<file path="config.mk">
export PLATFORM = sky130hd
export DESIGN_NAME = osd_clock_ctrl
export DESIGN_NICKNAME = d
export VERILOG_FILES = /design/src/hw/osd_pkg.sv /design/src/hw/osd_clock_ctrl.sv
export SDC_FILE = /design/constraint.sdc
export NUM_CORES = 1
export LEC_CHECK = 0
export BUFFER_PORTS_ARGS = -buffer_cell sky130_fd_sc_hd__buf_2
export CELL_PAD_IN_SITES_DETAIL_PLACEMENT = 1
export CELL_PAD_IN_SITES_GLOBAL_PLACEMENT = 1
export CORE_MARGIN = 5
export CORE_UTILIZATION = 42
export DETAILED_ROUTE_END_ITERATION = 7
export GPL_TIMING_DRIVEN = 0
export HOLD_SLACK_MARGIN = 0.12
export PLACE_DENSITY = 0.84
export RECOVER_POWER = 100
export SLEW_MARGIN = 20
export SYNTH_ARGS = -nofsm -noshare
export SYNTH_HDL_FRONTEND = slang
export SYNTH_SLANG_ARGS = --single-unit
export TNS_END_PERCENT = 30
</file>
<file path="constraint.sdc">
create_clock -name clk -period 5 [get_ports clk]
set_input_delay 0.25 -clock clk [delete_from_list [all_inputs] [get_ports clk]]
set_output_delay 0.25 -clock clk [all_outputs]
set_load 0.1 [all_outputs]
</file>
<file path="src/hw/osd_pkg.sv">
`default_nettype none
package osd_pkg;
  // register map, byte addresses of aligned 32-bit words
  localparam int ADDR_W = 8;
  localparam logic [7:0] OFF_MODE = 8'h00;
  localparam logic [7:0] OFF_MISC = 8'h04;
  localparam logic [7:0] OFF_BITOP = 8'h08;
  localparam logic [7:0] OFF_IRQ_STAT = 8'h0C;
  localparam logic [7:0] OFF_IRQ_MASK = 8'h10;
  localparam logic [7:0] OFF_STATUS = 8'h14;

  // mode register layout and reset value
  localparam logic [7:0] MODE_RESET = 8'h80;
  localparam logic [7:0] MODE_LOCK_MASK = 8'h23;
  localparam int DIV_LSB = 6;
  localparam int SEL_BIT = 5;
  localparam int MAIN_STOP_BIT = 4;
  localparam int ONCHIP_STOP_BIT = 3;
  localparam int PROC_LSB = 0;

  // division ratio codes
  localparam logic [1:0] DIV_HIGH = 2'h0;
  localparam logic [1:0] DIV_MIDDLE = 2'h1;
  localparam logic [1:0] DIV_ONCHIP = 2'h2;
  localparam logic [1:0] DIV_DOUBLE = 2'h3;

  // divider terminal counts (edges per cpu tick minus one)
  localparam logic [2:0] TERM_DOUBLE = 3'h0;
  localparam logic [2:0] TERM_HIGH = 3'h1;
  localparam logic [2:0] TERM_MIDDLE = 3'h7;

  // supervision register and bit-operation register fields
  localparam int MISC_EN_BIT = 0;
  localparam int MISC_FLAG_BIT = 1;
  localparam int BITOP_VAL_BIT = 3;
  localparam int BITOP_IDX_LSB = 0;

  // interrupt status and mask bits
  localparam int IRQ_W = 2;
  localparam int IRQ_STOP_BIT = 0;
  localparam int IRQ_EXT_BIT = 1;

  // status register bits
  localparam int ST_RESET_BIT = 0;
  localparam int ST_STOPRST_BIT = 1;
  localparam int ST_LOCK_BIT = 2;

  // reset pin must stay low for this many main clock edges
  localparam logic [4:0] EXT_RST_EDGES = 5'h10;

  // axi responses
  localparam logic [1:0] RESP_OKAY = 2'h0;
  localparam logic [1:0] RESP_SLVERR = 2'h2;

  typedef enum logic [1:0] {
    RS_RUN = 2'b00,
    RS_EXT = 2'b01,
    RS_STOP = 2'b10
  } osd_rst_t;
endpackage : osd_pkg
`default_nettype wire

</file>
<file path="src/hw/osd_clock_ctrl.sv">
`default_nettype none
// How it works
// main oscillator stopping with detection enabled forces internal reset
// a stop-caused reset sets the stop status flag to one
// the stop status flag survives the stop-caused reset itself
// an external reset clears the stop status flag
// writing zero to the detection enable bit clears the stop flag
// software keeps the on-chip oscillator running while detection is used
// cpu tick: every main edge double, every 2nd high, every 8th middle
// oscillator select and processor mode bits take one write after reset
// software never picks double speed while rc oscillation is selected
// software never stops the oscillator currently used as operating clock
// reset pin low for 16 main clock edges enters external reset
// mode bits 7:6 division, bit 4 main osc, bit 3 on-chip osc
// after reset run from on-chip osc; bit 5 selects ceramic or rc
// bit set or clear on bits 2-4, 6, 7 locks bits 5, 1, 0
// on-chip oscillator edges without main edges count toward a stop
module osd_clock_ctrl #(
  parameter int STOP_CNT_W = 4,
  parameter logic [STOP_CNT_W-1:0] STOP_LIMIT = 4'h8,
  parameter int INT_RST_W = 4,
  parameter logic [INT_RST_W-1:0] INT_RST_CYCLES = 4'h8
) (
  // clock and power-on reset
  input wire logic clk,
  input wire logic arst_n,
  // oscillator and reset pin levels, synchronous to clk
  input wire logic mainOscIn,
  input wire logic onchipOscIn,
  input wire logic resetPin_n,
  // clock control outputs
  output logic cpuTick,
  output logic cpuReset,
  output logic mainOscEnable,
  output logic onchipOscEnable,
  output logic rcSelect,
  output logic [1:0] procMode,
  output logic stopFlag,
  output logic irq,
  // axi4-lite write address
  input wire logic awvalid,
  output logic awready,
  input wire logic [osd_pkg::ADDR_W-1:0] awaddr,
  // axi4-lite write data
  input wire logic wvalid,
  output logic wready,
  input wire logic [31:0] wdata,
  input wire logic [3:0] wstrb,
  // axi4-lite write response
  output logic bvalid,
  input wire logic bready,
  output logic [1:0] bresp,
  // axi4-lite read address
  input wire logic arvalid,
  output logic arready,
  input wire logic [osd_pkg::ADDR_W-1:0] araddr,
  // axi4-lite read data
  output logic rvalid,
  input wire logic rready,
  output logic [31:0] rdata,
  output logic [1:0] rresp
);

  typedef struct packed {
    logic [7:0] mode;
    logic modeLocked;
    logic detEn;
    logic stopFlag;
    logic [osd_pkg::IRQ_W-1:0] irqStat;
    logic [osd_pkg::IRQ_W-1:0] irqMask;
    osd_pkg::osd_rst_t rst;
    logic [STOP_CNT_W-1:0] stopCnt;
    logic [4:0] extCnt;
    logic [INT_RST_W-1:0] intRstCnt;
    logic [2:0] divCnt;
    logic cpuTick;
    logic mainPrev;
    logic onchipPrev;
    logic awHeld;
    logic [osd_pkg::ADDR_W-1:0] awAddr;
    logic wHeld;
    logic [31:0] wData;
    logic [3:0] wStrb;
    logic bvalid;
    logic [1:0] bresp;
    logic rvalid;
    logic [31:0] rdata;
    logic [1:0] rresp;
  } osd_state_t;

  localparam osd_state_t ST_RESET = '{
    mode: osd_pkg::MODE_RESET,
    rst: osd_pkg::RS_RUN,
    default: '0
  };

  osd_state_t s;
  osd_state_t next_s;

  logic mainRise;
  logic onchipRise;
  logic srcEdge;
  logic doWrite;
  logic doRead;
  logic [osd_pkg::ADDR_W-1:0] wrWord;
  logic [osd_pkg::ADDR_W-1:0] rdWord;

  // word address, low byte-offset bits ignored
  function automatic logic [osd_pkg::ADDR_W-1:0] wordOf(
    input logic [osd_pkg::ADDR_W-1:0] a
  );
    wordOf = {a[osd_pkg::ADDR_W-1:2], 2'h0};
  endfunction : wordOf

  // merge a full-register write, protected bits frozen once locked
  function automatic logic [7:0] lockMerge(
    input logic [7:0] old,
    input logic [7:0] nv,
    input logic locked
  );
    logic [7:0] keep;
    keep = locked ? osd_pkg::MODE_LOCK_MASK : 8'h00;
    lockMerge = (old & keep) | (nv & ~keep);
  endfunction : lockMerge

  // single-bit set or clear, protected bits ignored once locked
  function automatic logic [7:0] bitOp(
    input logic [7:0] old,
    input logic [2:0] idx,
    input logic val,
    input logic locked
  );
    logic [7:0] res;
    res = old;
    res[idx] = val;
    bitOp = lockMerge(old, res, locked);
  endfunction : bitOp

  // selected source edges per cpu tick, minus one
  function automatic logic [2:0] divTerm(input logic [1:0] div);
    logic [2:0] t;
    t = osd_pkg::TERM_DOUBLE;
    if (div == osd_pkg::DIV_HIGH) begin
      t = osd_pkg::TERM_HIGH;
    end else if (div == osd_pkg::DIV_MIDDLE) begin
      t = osd_pkg::TERM_MIDDLE;
    end
    divTerm = t;
  endfunction : divTerm

  // edge detect on the already-synchronous oscillator levels
  assign mainRise = mainOscIn & ~s.mainPrev;
  assign onchipRise = onchipOscIn & ~s.onchipPrev;
  // on-chip source while division selects it, main input otherwise
  assign srcEdge = (s.mode[osd_pkg::DIV_LSB +: 2] == osd_pkg::DIV_ONCHIP) ?
                   onchipRise : mainRise;

  // bus handshakes; one write and one read outstanding at most
  assign awready = ~s.awHeld & ~s.bvalid;
  assign wready = ~s.wHeld & ~s.bvalid;
  assign arready = ~s.rvalid;
  assign doWrite = s.awHeld & s.wHeld & ~s.bvalid;
  assign doRead = arvalid & ~s.rvalid;
  assign wrWord = wordOf(s.awAddr);
  assign rdWord = wordOf(araddr);

  // next-state logic for the whole block
  always_comb begin
    logic [osd_pkg::IRQ_W-1:0] evSet;
    logic [osd_pkg::IRQ_W-1:0] rdClr;
    evSet = '0;
    rdClr = '0;
    next_s = s;
    next_s.mainPrev = mainOscIn;
    next_s.onchipPrev = onchipOscIn;
    next_s.cpuTick = 1'b0;

    // address and data taken in either order
    if (awvalid && awready) begin
      next_s.awHeld = 1'b1;
      next_s.awAddr = awaddr;
    end
    if (wvalid && wready) begin
      next_s.wHeld = 1'b1;
      next_s.wData = wdata;
      next_s.wStrb = wstrb;
    end
    if (s.bvalid && bready) begin
      next_s.bvalid = 1'b0;
    end
    if (s.rvalid && rready) begin
      next_s.rvalid = 1'b0;
    end

    // register writes, one cycle after both halves are held
    if (doWrite) begin
      next_s.awHeld = 1'b0;
      next_s.wHeld = 1'b0;
      next_s.bvalid = 1'b1;
      next_s.bresp = osd_pkg::RESP_OKAY;
      if (wrWord == osd_pkg::OFF_MODE) begin
        if (s.wStrb[0]) begin
          next_s.mode = lockMerge(s.mode, s.wData[7:0], s.modeLocked);
          next_s.modeLocked = 1'b1;
        end
      end else if (wrWord == osd_pkg::OFF_MISC) begin
        if (s.wStrb[0]) begin
          next_s.detEn = s.wData[osd_pkg::MISC_EN_BIT];
          if (!s.wData[osd_pkg::MISC_EN_BIT]) begin
            next_s.stopFlag = 1'b0;
          end
        end
      end else if (wrWord == osd_pkg::OFF_BITOP) begin
        if (s.wStrb[0]) begin
          next_s.mode = bitOp(s.mode,
                              s.wData[osd_pkg::BITOP_IDX_LSB +: 3],
                              s.wData[osd_pkg::BITOP_VAL_BIT],
                              s.modeLocked);
          next_s.modeLocked = 1'b1;
        end
      end else if (wrWord == osd_pkg::OFF_IRQ_MASK) begin
        if (s.wStrb[0]) begin
          next_s.irqMask = s.wData[osd_pkg::IRQ_W-1:0];
        end
      end else if (wrWord == osd_pkg::OFF_IRQ_STAT ||
                   wrWord == osd_pkg::OFF_STATUS) begin
        next_s.bresp = osd_pkg::RESP_OKAY; // read-only, write dropped
      end else begin
        next_s.bresp = osd_pkg::RESP_SLVERR;
      end
    end

    // register reads, answered on the cycle after the address
    if (doRead) begin
      next_s.rvalid = 1'b1;
      next_s.rresp = osd_pkg::RESP_OKAY;
      next_s.rdata = 32'h0000_0000;
      if (rdWord == osd_pkg::OFF_MODE) begin
        next_s.rdata[7:0] = s.mode;
      end else if (rdWord == osd_pkg::OFF_MISC) begin
        next_s.rdata[osd_pkg::MISC_EN_BIT] = s.detEn;
        next_s.rdata[osd_pkg::MISC_FLAG_BIT] = s.stopFlag;
      end else if (rdWord == osd_pkg::OFF_BITOP) begin
        next_s.rdata = 32'h0000_0000;
      end else if (rdWord == osd_pkg::OFF_IRQ_STAT) begin
        next_s.rdata[osd_pkg::IRQ_W-1:0] = s.irqStat;
        rdClr = s.irqStat;
      end else if (rdWord == osd_pkg::OFF_IRQ_MASK) begin
        next_s.rdata[osd_pkg::IRQ_W-1:0] = s.irqMask;
      end else if (rdWord == osd_pkg::OFF_STATUS) begin
        next_s.rdata[osd_pkg::ST_RESET_BIT] = (s.rst != osd_pkg::RS_RUN);
        next_s.rdata[osd_pkg::ST_STOPRST_BIT] = (s.rst == osd_pkg::RS_STOP);
        next_s.rdata[osd_pkg::ST_LOCK_BIT] = s.modeLocked;
      end else begin
        next_s.rresp = osd_pkg::RESP_SLVERR;
      end
    end

    // reset pin filter counts main edges; a short glitch never resets
    if (resetPin_n) begin
      next_s.extCnt = 5'h00;
    end else if (mainRise && s.extCnt != osd_pkg::EXT_RST_EDGES) begin
      next_s.extCnt = s.extCnt + 5'h01;
    end

    // stop detector, sampled by on-chip edges; saturates at the limit
    if (mainRise) begin
      next_s.stopCnt = '0;
    end else if (onchipRise && s.stopCnt != STOP_LIMIT) begin
      next_s.stopCnt = s.stopCnt + 1'b1;
    end

    // reset sequencing
    case (s.rst)
      osd_pkg::RS_RUN: begin
        if (s.detEn && !s.mode[osd_pkg::MAIN_STOP_BIT] &&
            s.stopCnt == STOP_LIMIT) begin
          next_s.rst = osd_pkg::RS_STOP;
          next_s.intRstCnt = '0;
          evSet[osd_pkg::IRQ_STOP_BIT] = 1'b1;
        end
        // divided cpu tick from the selected source
        if (srcEdge) begin
          if (s.divCnt >= divTerm(s.mode[osd_pkg::DIV_LSB +: 2])) begin
            next_s.divCnt = 3'h0;
            next_s.cpuTick = 1'b1;
          end else begin
            next_s.divCnt = s.divCnt + 3'h1;
          end
        end
      end
      osd_pkg::RS_STOP: begin
        if (s.intRstCnt == INT_RST_CYCLES - 1'b1) begin
          next_s.rst = osd_pkg::RS_RUN;
        end else begin
          next_s.intRstCnt = s.intRstCnt + 1'b1;
        end
      end
      osd_pkg::RS_EXT: begin
        if (resetPin_n) begin
          next_s.rst = osd_pkg::RS_RUN;
        end
      end
      default: begin
        next_s.rst = osd_pkg::RS_RUN;
      end
    endcase

    // external reset beats a stop detected in the same cycle
    if (s.rst != osd_pkg::RS_EXT && !resetPin_n &&
        next_s.extCnt == osd_pkg::EXT_RST_EDGES) begin
      next_s.rst = osd_pkg::RS_EXT;
      evSet = '0;
      evSet[osd_pkg::IRQ_EXT_BIT] = 1'b1;
    end

    // while held in reset, control bits return to defaults and unlock
    if (s.rst != osd_pkg::RS_RUN) begin
      next_s.mode = osd_pkg::MODE_RESET;
      next_s.modeLocked = 1'b0;
      next_s.detEn = 1'b0;
      next_s.divCnt = 3'h0;
    end

    // stop flag: set wins over the enable-zero clear, kept by its reset
    if (evSet[osd_pkg::IRQ_STOP_BIT]) begin
      next_s.stopFlag = 1'b1;
    end
    if (s.rst == osd_pkg::RS_EXT) begin
      next_s.stopFlag = 1'b0;
    end

    // sticky events, cleared by reading, new events win
    next_s.irqStat = (s.irqStat & ~rdClr) | evSet;
  end

  // single state register
  always_ff @(posedge clk or negedge arst_n) begin
    if (!arst_n) begin
      s <= ST_RESET;
    end else begin
      s <= next_s;
    end
  end

  // outputs straight from the state register
  assign cpuTick = s.cpuTick;
  assign cpuReset = (s.rst != osd_pkg::RS_RUN);
  // enable bits are active-low stop controls
  assign mainOscEnable = ~s.mode[osd_pkg::MAIN_STOP_BIT];
  assign onchipOscEnable = ~s.mode[osd_pkg::ONCHIP_STOP_BIT];
  assign rcSelect = s.mode[osd_pkg::SEL_BIT];
  assign procMode = s.mode[osd_pkg::PROC_LSB +: 2];
  assign stopFlag = s.stopFlag;
  assign irq = |(s.irqStat & s.irqMask);
  assign bvalid = s.bvalid;
  assign bresp = s.bresp;
  assign rvalid = s.rvalid;
  assign rdata = s.rdata;
  assign rresp = s.rresp;

endmodule : osd_clock_ctrl
`default_nettype wire

</file>
==> results.json, run 1 <==
{
  "status": "finished, violations left",
  "violations": "capacitance limit, slew limit",
  "synth_top_area_frac": 0.437,
  "path_cells": "clkbuf_1 > nor2_1 > inv_1 > clkbuf_1 > clkbuf_1",
  "worstPathMaxFanout": 10,
  "async_reset_ff_frac": 1.00,
  "dp_worst_setup_slack_ps": 2840,
  "crit_path_top_delay_cell": "clkbuf_1",
  "tightest_slew_ps": 1880,
  "worstHoldPathType": "in2reg",
  "cp-start-kind": "flop",
  "mostFrequentLayoutCell": "dfrtp_1",
  "maxSlewViolCount": 33,
  "avgSynthCellArea_sq_um": 10.2,
  "dominantRegCellSynth": "dfrtp_1",
  "yosys-top-cells-area": "dfrtp_1 44%, buf_4 7.8%, mux2_2 6.1%",
  "setup_viol": 0,
  "numClockSinks": 65,
  "syn_area_sq_mm": 0.00366,
  "p_per_area_mw_per_mm2": 468,
  "drcViolationCount": 0,
  "viasPerCell": 5.14,
  "cp_common_cell": "clkbuf_1",
  "worst_slack_ps": 1960,
  "synth_top_cell_by_area": "dfrtp_1",
  "drtPass1Iterations": 4,
  "num_rows": 34,
  "ys_warn_count": 0,
  "end_kind": "output port",
  "wirelength_met1_um": 3750,
  "peakVddDrop_uv": 296,
  "dr_wl_met2_um": 4270,
  "max-slew-margin-rel": -0.252,
  "crit_type": "reg2out",
  "grt_max_degree": 34,
  "placed_cells": 545,
  "clk_latency_ps": 340,
  "final_cell_count_no_fill": 569,
  "hold_viol": 0,
  "fin_total_pwr_mw": 2.03,
  "start_util": 0.426,
  "cp.arrival_ps": 2790,
  "ys_ff_latch": 65,
  "met3_length_um": 495,
  "vias": 2923,
  "fp.dieH_um": 103,
  "postLayoutCoreUtil": 0.505,
  "netlist_instances": 360,
  "routabilityCongestion": 0.814,
  "cp_num_cells": 5,
  "worstPathRequired_ps": 4750,
  "globalRouteOverflowTotal": 0,
  "routed_wirelength_um": 8670,
  "hold_depth": 2,
  "antennaDiodeCount": 0,
  "die_w_um": 103,
  "synth_edf_count": 0,
  "drt_iter0_markers": 69,
  "ant_nets": 0,
  "final_cell_mix": "64 x dfrtp_1, 40 x clkbuf_1, 38 x buf_4",
  "top_level_ports": 112,
  "grt_setup_unrepaired": "no",
  "crit_buf_inv": 4,
  "period_minus_slack_ps": 3040,
  "finalClockSkew_ps": 6.86,
  "cts_root_buffer": "clkbuf_8",
  "topRoutingLayerUsed": "met4",
  "path_delay_family": "buffers and inverters",
  "drive_above_1_share": 0.239,
  "synthToLayoutAreaGrowth_pct": 18.3,
  "path_clk_slew_ps": 80,
  "antenna_found_initial": 0,
  "r2r_cells": 7,
  "yosysUniqueCellTypes": 62,
  "fin_setup_tns_ps": 0,
  "max_freq_mhz": 329,
  "grt_pass1_wl_um": 14500,
  "fin_nets": 527,
  "cts_buffers": 9,
  "cts_tree": "yes",
  "portBuffers": 51,
  "route.detailed.wl_per_inst_um": 15.2,
  "design_area_sq_mm": 0.00434,
  "drv_cap": 1,
  "die_area_sq_mm": 0.0107,
  "synth.yosys.seq_area_share": 0.444,
  "hpwl_um": 6510,
  "grt_pass1_vias": 3037,
  "power.leakage_nw": 1.98,
  "holdWs_ps": 135,
  "placed_cell_area_sq_mm": 0.00417,
  "core-area_sq_mm": 0.00859,
  "htree_levels": 3,
  "grt_usage": 0.173,
  "timing.final.crit_share": 0.607,
  "cpPeakStageDelay_ps": 940,
  "cts_max_path_buffers": 2
}
## routing by layer
metal	global-route usage	vias up
met5	0	-
met4	0.0667	0
met3	0.0376	12
met2	0.293	78
met1	0.216	1428
li1	-	1405
## cell type report
cell class,instances,area [sq um]
repair buffers,60,323
fillers,1018,4260
clock inverters,5,31.3
inverters,14,52.6
clock buffers,11,141
flip-flops and latches,65,1630
well taps,108,135
plain buffers,53,350
multi-input cells,253,1680
## path summary, 6_finish.rpt
path	from	to	slack (ps)
worst max-delay path	s[103]	cpuReset	1960
worst min-delay path	wdata[3]	s[45]	130
worst max register to register	s[119]	s[89]	2360
worst min register to register	rdata[2]	rdata[2]	500
max in group asynchronous	arst_n	s[38]	2950
min in group asynchronous	arst_n	rvalid	960
## cells in the mapped netlist, types with 2 or more instances
| master | n |
|---|---|
| clkbuf_1 | 10 |
| a221oi_1 | 2 |
| a22o_1 | 7 |
| a31oi_1 | 2 |
| nor3b_1 | 2 |
| buf_4 | 38 |
| a22oi_1 | 3 |
| a21oi_2 | 2 |
| o21ai_0 | 12 |
| nor2b_1 | 5 |
| nor4_1 | 2 |
| mux2_2 | 20 |
| nor2_1 | 26 |
| nand2_1 | 23 |
| nand3b_1 | 6 |
| o21bai_1 | 2 |
| or3_1 | 3 |
| o21ai_1 | 4 |
| buf_6 | 2 |
| a21oi_1 | 18 |
| a221o_1 | 2 |
| nand4_1 | 5 |
| nor4b_1 | 2 |
| and2_1 | 5 |
| inv_1 | 14 |
| mux2i_1 | 8 |
| xor2_1 | 5 |
| nor3_1 | 7 |
| nand3_1 | 5 |
| ha_1 | 9 |
| a211oi_2 | 2 |
| buf_2 | 3 |
| xnor2_1 | 2 |
| a32o_1 | 2 |
| a211oi_1 | 2 |
| nor4_2 | 2 |
| a21o_1 | 3 |
| dfrtp_1 | 64 |
| nand2b_1 | 6 |
## cells by family after synthesis
group,synth area share
and+or+nand+nor,0.166
buffers and inverters,0.113
xor gates and xnor gates,0.0167
muxes,0.0864
other,0.00102
AOI/OAI and AO/OA,0.142
adders and majority gates,0.0307
DFF,0.444
## state kept, by name, summed over array words and instances (netlist names)
register,cells
s,48
cpuTick,1
rvalid,1
rdata,8
bresp,1
rcSelect,1
stopFlag,1
procMode,2
rresp,1
bvalid,1
## worst register-to-register path, cell delays in order (launching register included)
cell and delay (ps):
dfstp_2 570, inv_1 70, ha_1 270, nand2b_1 140, a21o_1 190, a2111oi_0 960, a21oi_1 190, mux2i_1 170
## repair_timing
item                      4_1_cts  5_1_grt
hold endpoints to repair       38        0
buffers inserted                0        0
resized for setup               0        0
hold buffers                    8        0
## power by group
part | internal (mW) | leakage (nW) | switching [mW]
sequential | 0.649 | 0.835 | 0.132
clock | 0.192 | 0.0891 | 0.212
combinational | 0.243 | 1.06 | 0.602
total | 1.08 | 1.98 | 0.945
Power figures use the tool's default switching activity.
==> inputs of run 2 (changes only) <==
--- a/config.mk
+++ b/config.mk
@@ -9,11 +9,11 @@
 export CELL_PAD_IN_SITES_DETAIL_PLACEMENT = 1
 export CELL_PAD_IN_SITES_GLOBAL_PLACEMENT = 1
 export CORE_MARGIN = 5
-export CORE_UTILIZATION = 42
+export CORE_UTILIZATION = 35
 export DETAILED_ROUTE_END_ITERATION = 7
 export GPL_TIMING_DRIVEN = 0
 export HOLD_SLACK_MARGIN = 0.12
-export PLACE_DENSITY = 0.84
+export PLACE_DENSITY = 0.75
 export RECOVER_POWER = 100
 export SLEW_MARGIN = 20
 export SYNTH_ARGS = -nofsm -noshare
==> constraint.sdc (replaced) <==
create_clock -name clk -period 2.7 [get_ports clk]
set_input_delay 0.135 -clock clk [delete_from_list [all_inputs] [get_ports clk]]
set_output_delay 0.135 -clock clk [all_outputs]
set_load 0.1 [all_outputs]
==> results.json, run 2 (synthesized netlist as in run 1, its figures left out) <==
{
  "maxSlewViolCount": 32,
  "drt_iter0_markers": 81,
  "power.leakage_nw": 2.07,
  "globalRouteOverflowTotal": 0,
  "cpPeakStageDelay_ps": 540,
  "max_freq_mhz": 437,
  "mostFrequentLayoutCell": "dfrtp_1",
  "cts_max_path_buffers": 2,
  "crit_type": "reg2reg",
  "final_cell_mix": "64 x dfrtp_1, 38 x clkbuf_1, 38 x buf_4",
  "grt_pass1_wl_um": 15100,
  "tightest_slew_ps": 1860,
  "rrSetupSlack_ps": 410,
  "drtPass1Iterations": 4,
  "fin_nets": 543,
  "worstPathMaxFanout": 7,
  "peakVddDrop_uv": 337,
  "die_area_sq_mm": 0.0126,
  "largest_reg_flops": 48,
  "max-slew-margin-rel": -0.240,
  "final_cell_count_no_fill": 613,
  "core-area_sq_mm": 0.0103,
  "worstHoldPathType": "in2reg",
  "worstPathRequired_ps": 2960,
  "end_kind": "flop",
  "start_util": 0.357,
  "regArea_sq_mm": 0.00163,
  "drive_above_1_share": 0.239,
  "viasPerCell": 4.77,
  "grt_usage": 0.147,
  "cp.arrival_ps": 2550,
  "drv_cap": 1,
  "num_rows": 37,
  "cp-startpoint": "s[80]",
  "clk_latency_ps": 350,
  "endpoint": "procMode[0]",
  "grt_setup_unrepaired": "no",
  "cp-start-kind": "flop",
  "synthToLayoutAreaGrowth_pct": 24.8,
  "die_w_um": 112,
  "status": "finished, violations left",
  "finalClockSkew_ps": 10.5,
  "top_level_ports": 112,
  "grt_pass1_vias": 3142,
  "multiInputGateArea_sq_mm": 0.00170,
  "regMostFlops": "s",
  "cts_buffers": 9,
  "cts_tree": "yes",
  "portBuffers": 51,
  "drcViolationCount": 0,
  "placed_cells": 573,
  "nFillCells": 1236,
  "setup_viol": 0,
  "p_per_area_mw_per_mm2": 844,
  "path_cells": "nor4b_1 > or4b_1 > clkbuf_1 > nor2_1 > a21oi_2 > a211oi_2",
  "antennaDiodeCount": 0,
  "period_minus_slack_ps": 2290,
  "grt_max_degree": 35,
  "routed_wirelength_um": 8950,
  "routabilityCongestion": 0.807,
  "violations": "capacitance limit, slew limit",
  "numClockSinks": 65,
  "hpwl_um": 6530,
  "fin_total_pwr_mw": 3.86,
  "reg2reg_to": "procMode[0]",
  "fp.dieH_um": 112,
  "fin_setup_tns_ps": 0,
  "route.detailed.wl_per_inst_um": 14.6,
  "vias": 2924,
  "hold_viol": 0,
  "crit_path_top_delay_cell": "nor4b_1",
  "ant_nets": 0,
  "reg2reg_from": "s[80]",
  "antenna_found_initial": 0,
  "holdWs_ps": 140,
  "timing.final.crit_share": 0.847,
  "cts_root_buffer": "clkbuf_8",
  "r2r_cells": 6,
  "path_clk_slew_ps": 80,
  "htree_levels": 3
}
run 2: where the power goes:
part	leakage (nW)	total, mW	switching, mW	internal, mW
clock network	0.0998	0.814	0.393	0.422
logic	1.14	1.59	1.12	0.471
registers	0.835	1.45	0.252	1.20
total	2.07	3.86	1.77	2.09
run 2: area by class of cell:
type	instances	share of cell area
multi-input cells	253	0.372
flip-flops and latches	65	0.356
repair buffers	76	0.106
plain buffers	53	0.0769
well taps	136	0.0372
clock buffers	10	0.0279
clock inverters	6	0.0129
inverters	14	0.0115
run 2: per-layer routing:
| metal | up-vias | track usage | wire length [um] |
|---|---|---|---|
| met5 | - | 0 | 0 |
| li1 | 1438 | - | - |
| met3 | 13 | 0.0318 | 452 |
| met4 | 0 | 0.0601 | 172 |
| met1 | 1407 | 0.182 | 3980 |
| met2 | 66 | 0.249 | 4340 |
run 2: what timing repair did:
action / in CTS / in global routing
setup endpoints to repair: 0 / 0
hold endpoints to repair: 86 / 0
gates resized for setup: 0 / 0
buffers inserted: 0 / 0
hold buffers: 24 / 0
run 2: worst min-delay path by stage:
stage	from	to	slack [ps]	cells after the start
6_report	resetPin_n	s[95]	140	2
5_1_grt	resetPin_n	s[94]	150	2
4_1_cts	resetPin_n	s[94]	130	2
2_1_floorplan	arst_n	bresp[1]	-160	0
3_3_place_gp	onchipOscIn	s[84]	270	1
3_5_place_dp	arst_n	s[93]	120	1
run 2: worst max-delay path, delay by kind of cell, from the launching register on:
kind / cells / cell delay [ps]
AND/OR/NAND/NOR: 3 / 1280
buffers and inverters: 1 / 240
flip-flops: 1 / 390
AO/OA/AOI/OAI: 2 / 290
run 2: through the flow:
stage	worst slack, ps	utilization	instance area, sq um
2_1_floorplan	10.1	-	3770
3_3_place_gp	638	0.408	4190
3_5_place_dp	580	0.410	4220
4_1_cts	435	0.452	4640
5_1_grt	170	0.445	4570
6_report	413	0.445	4570
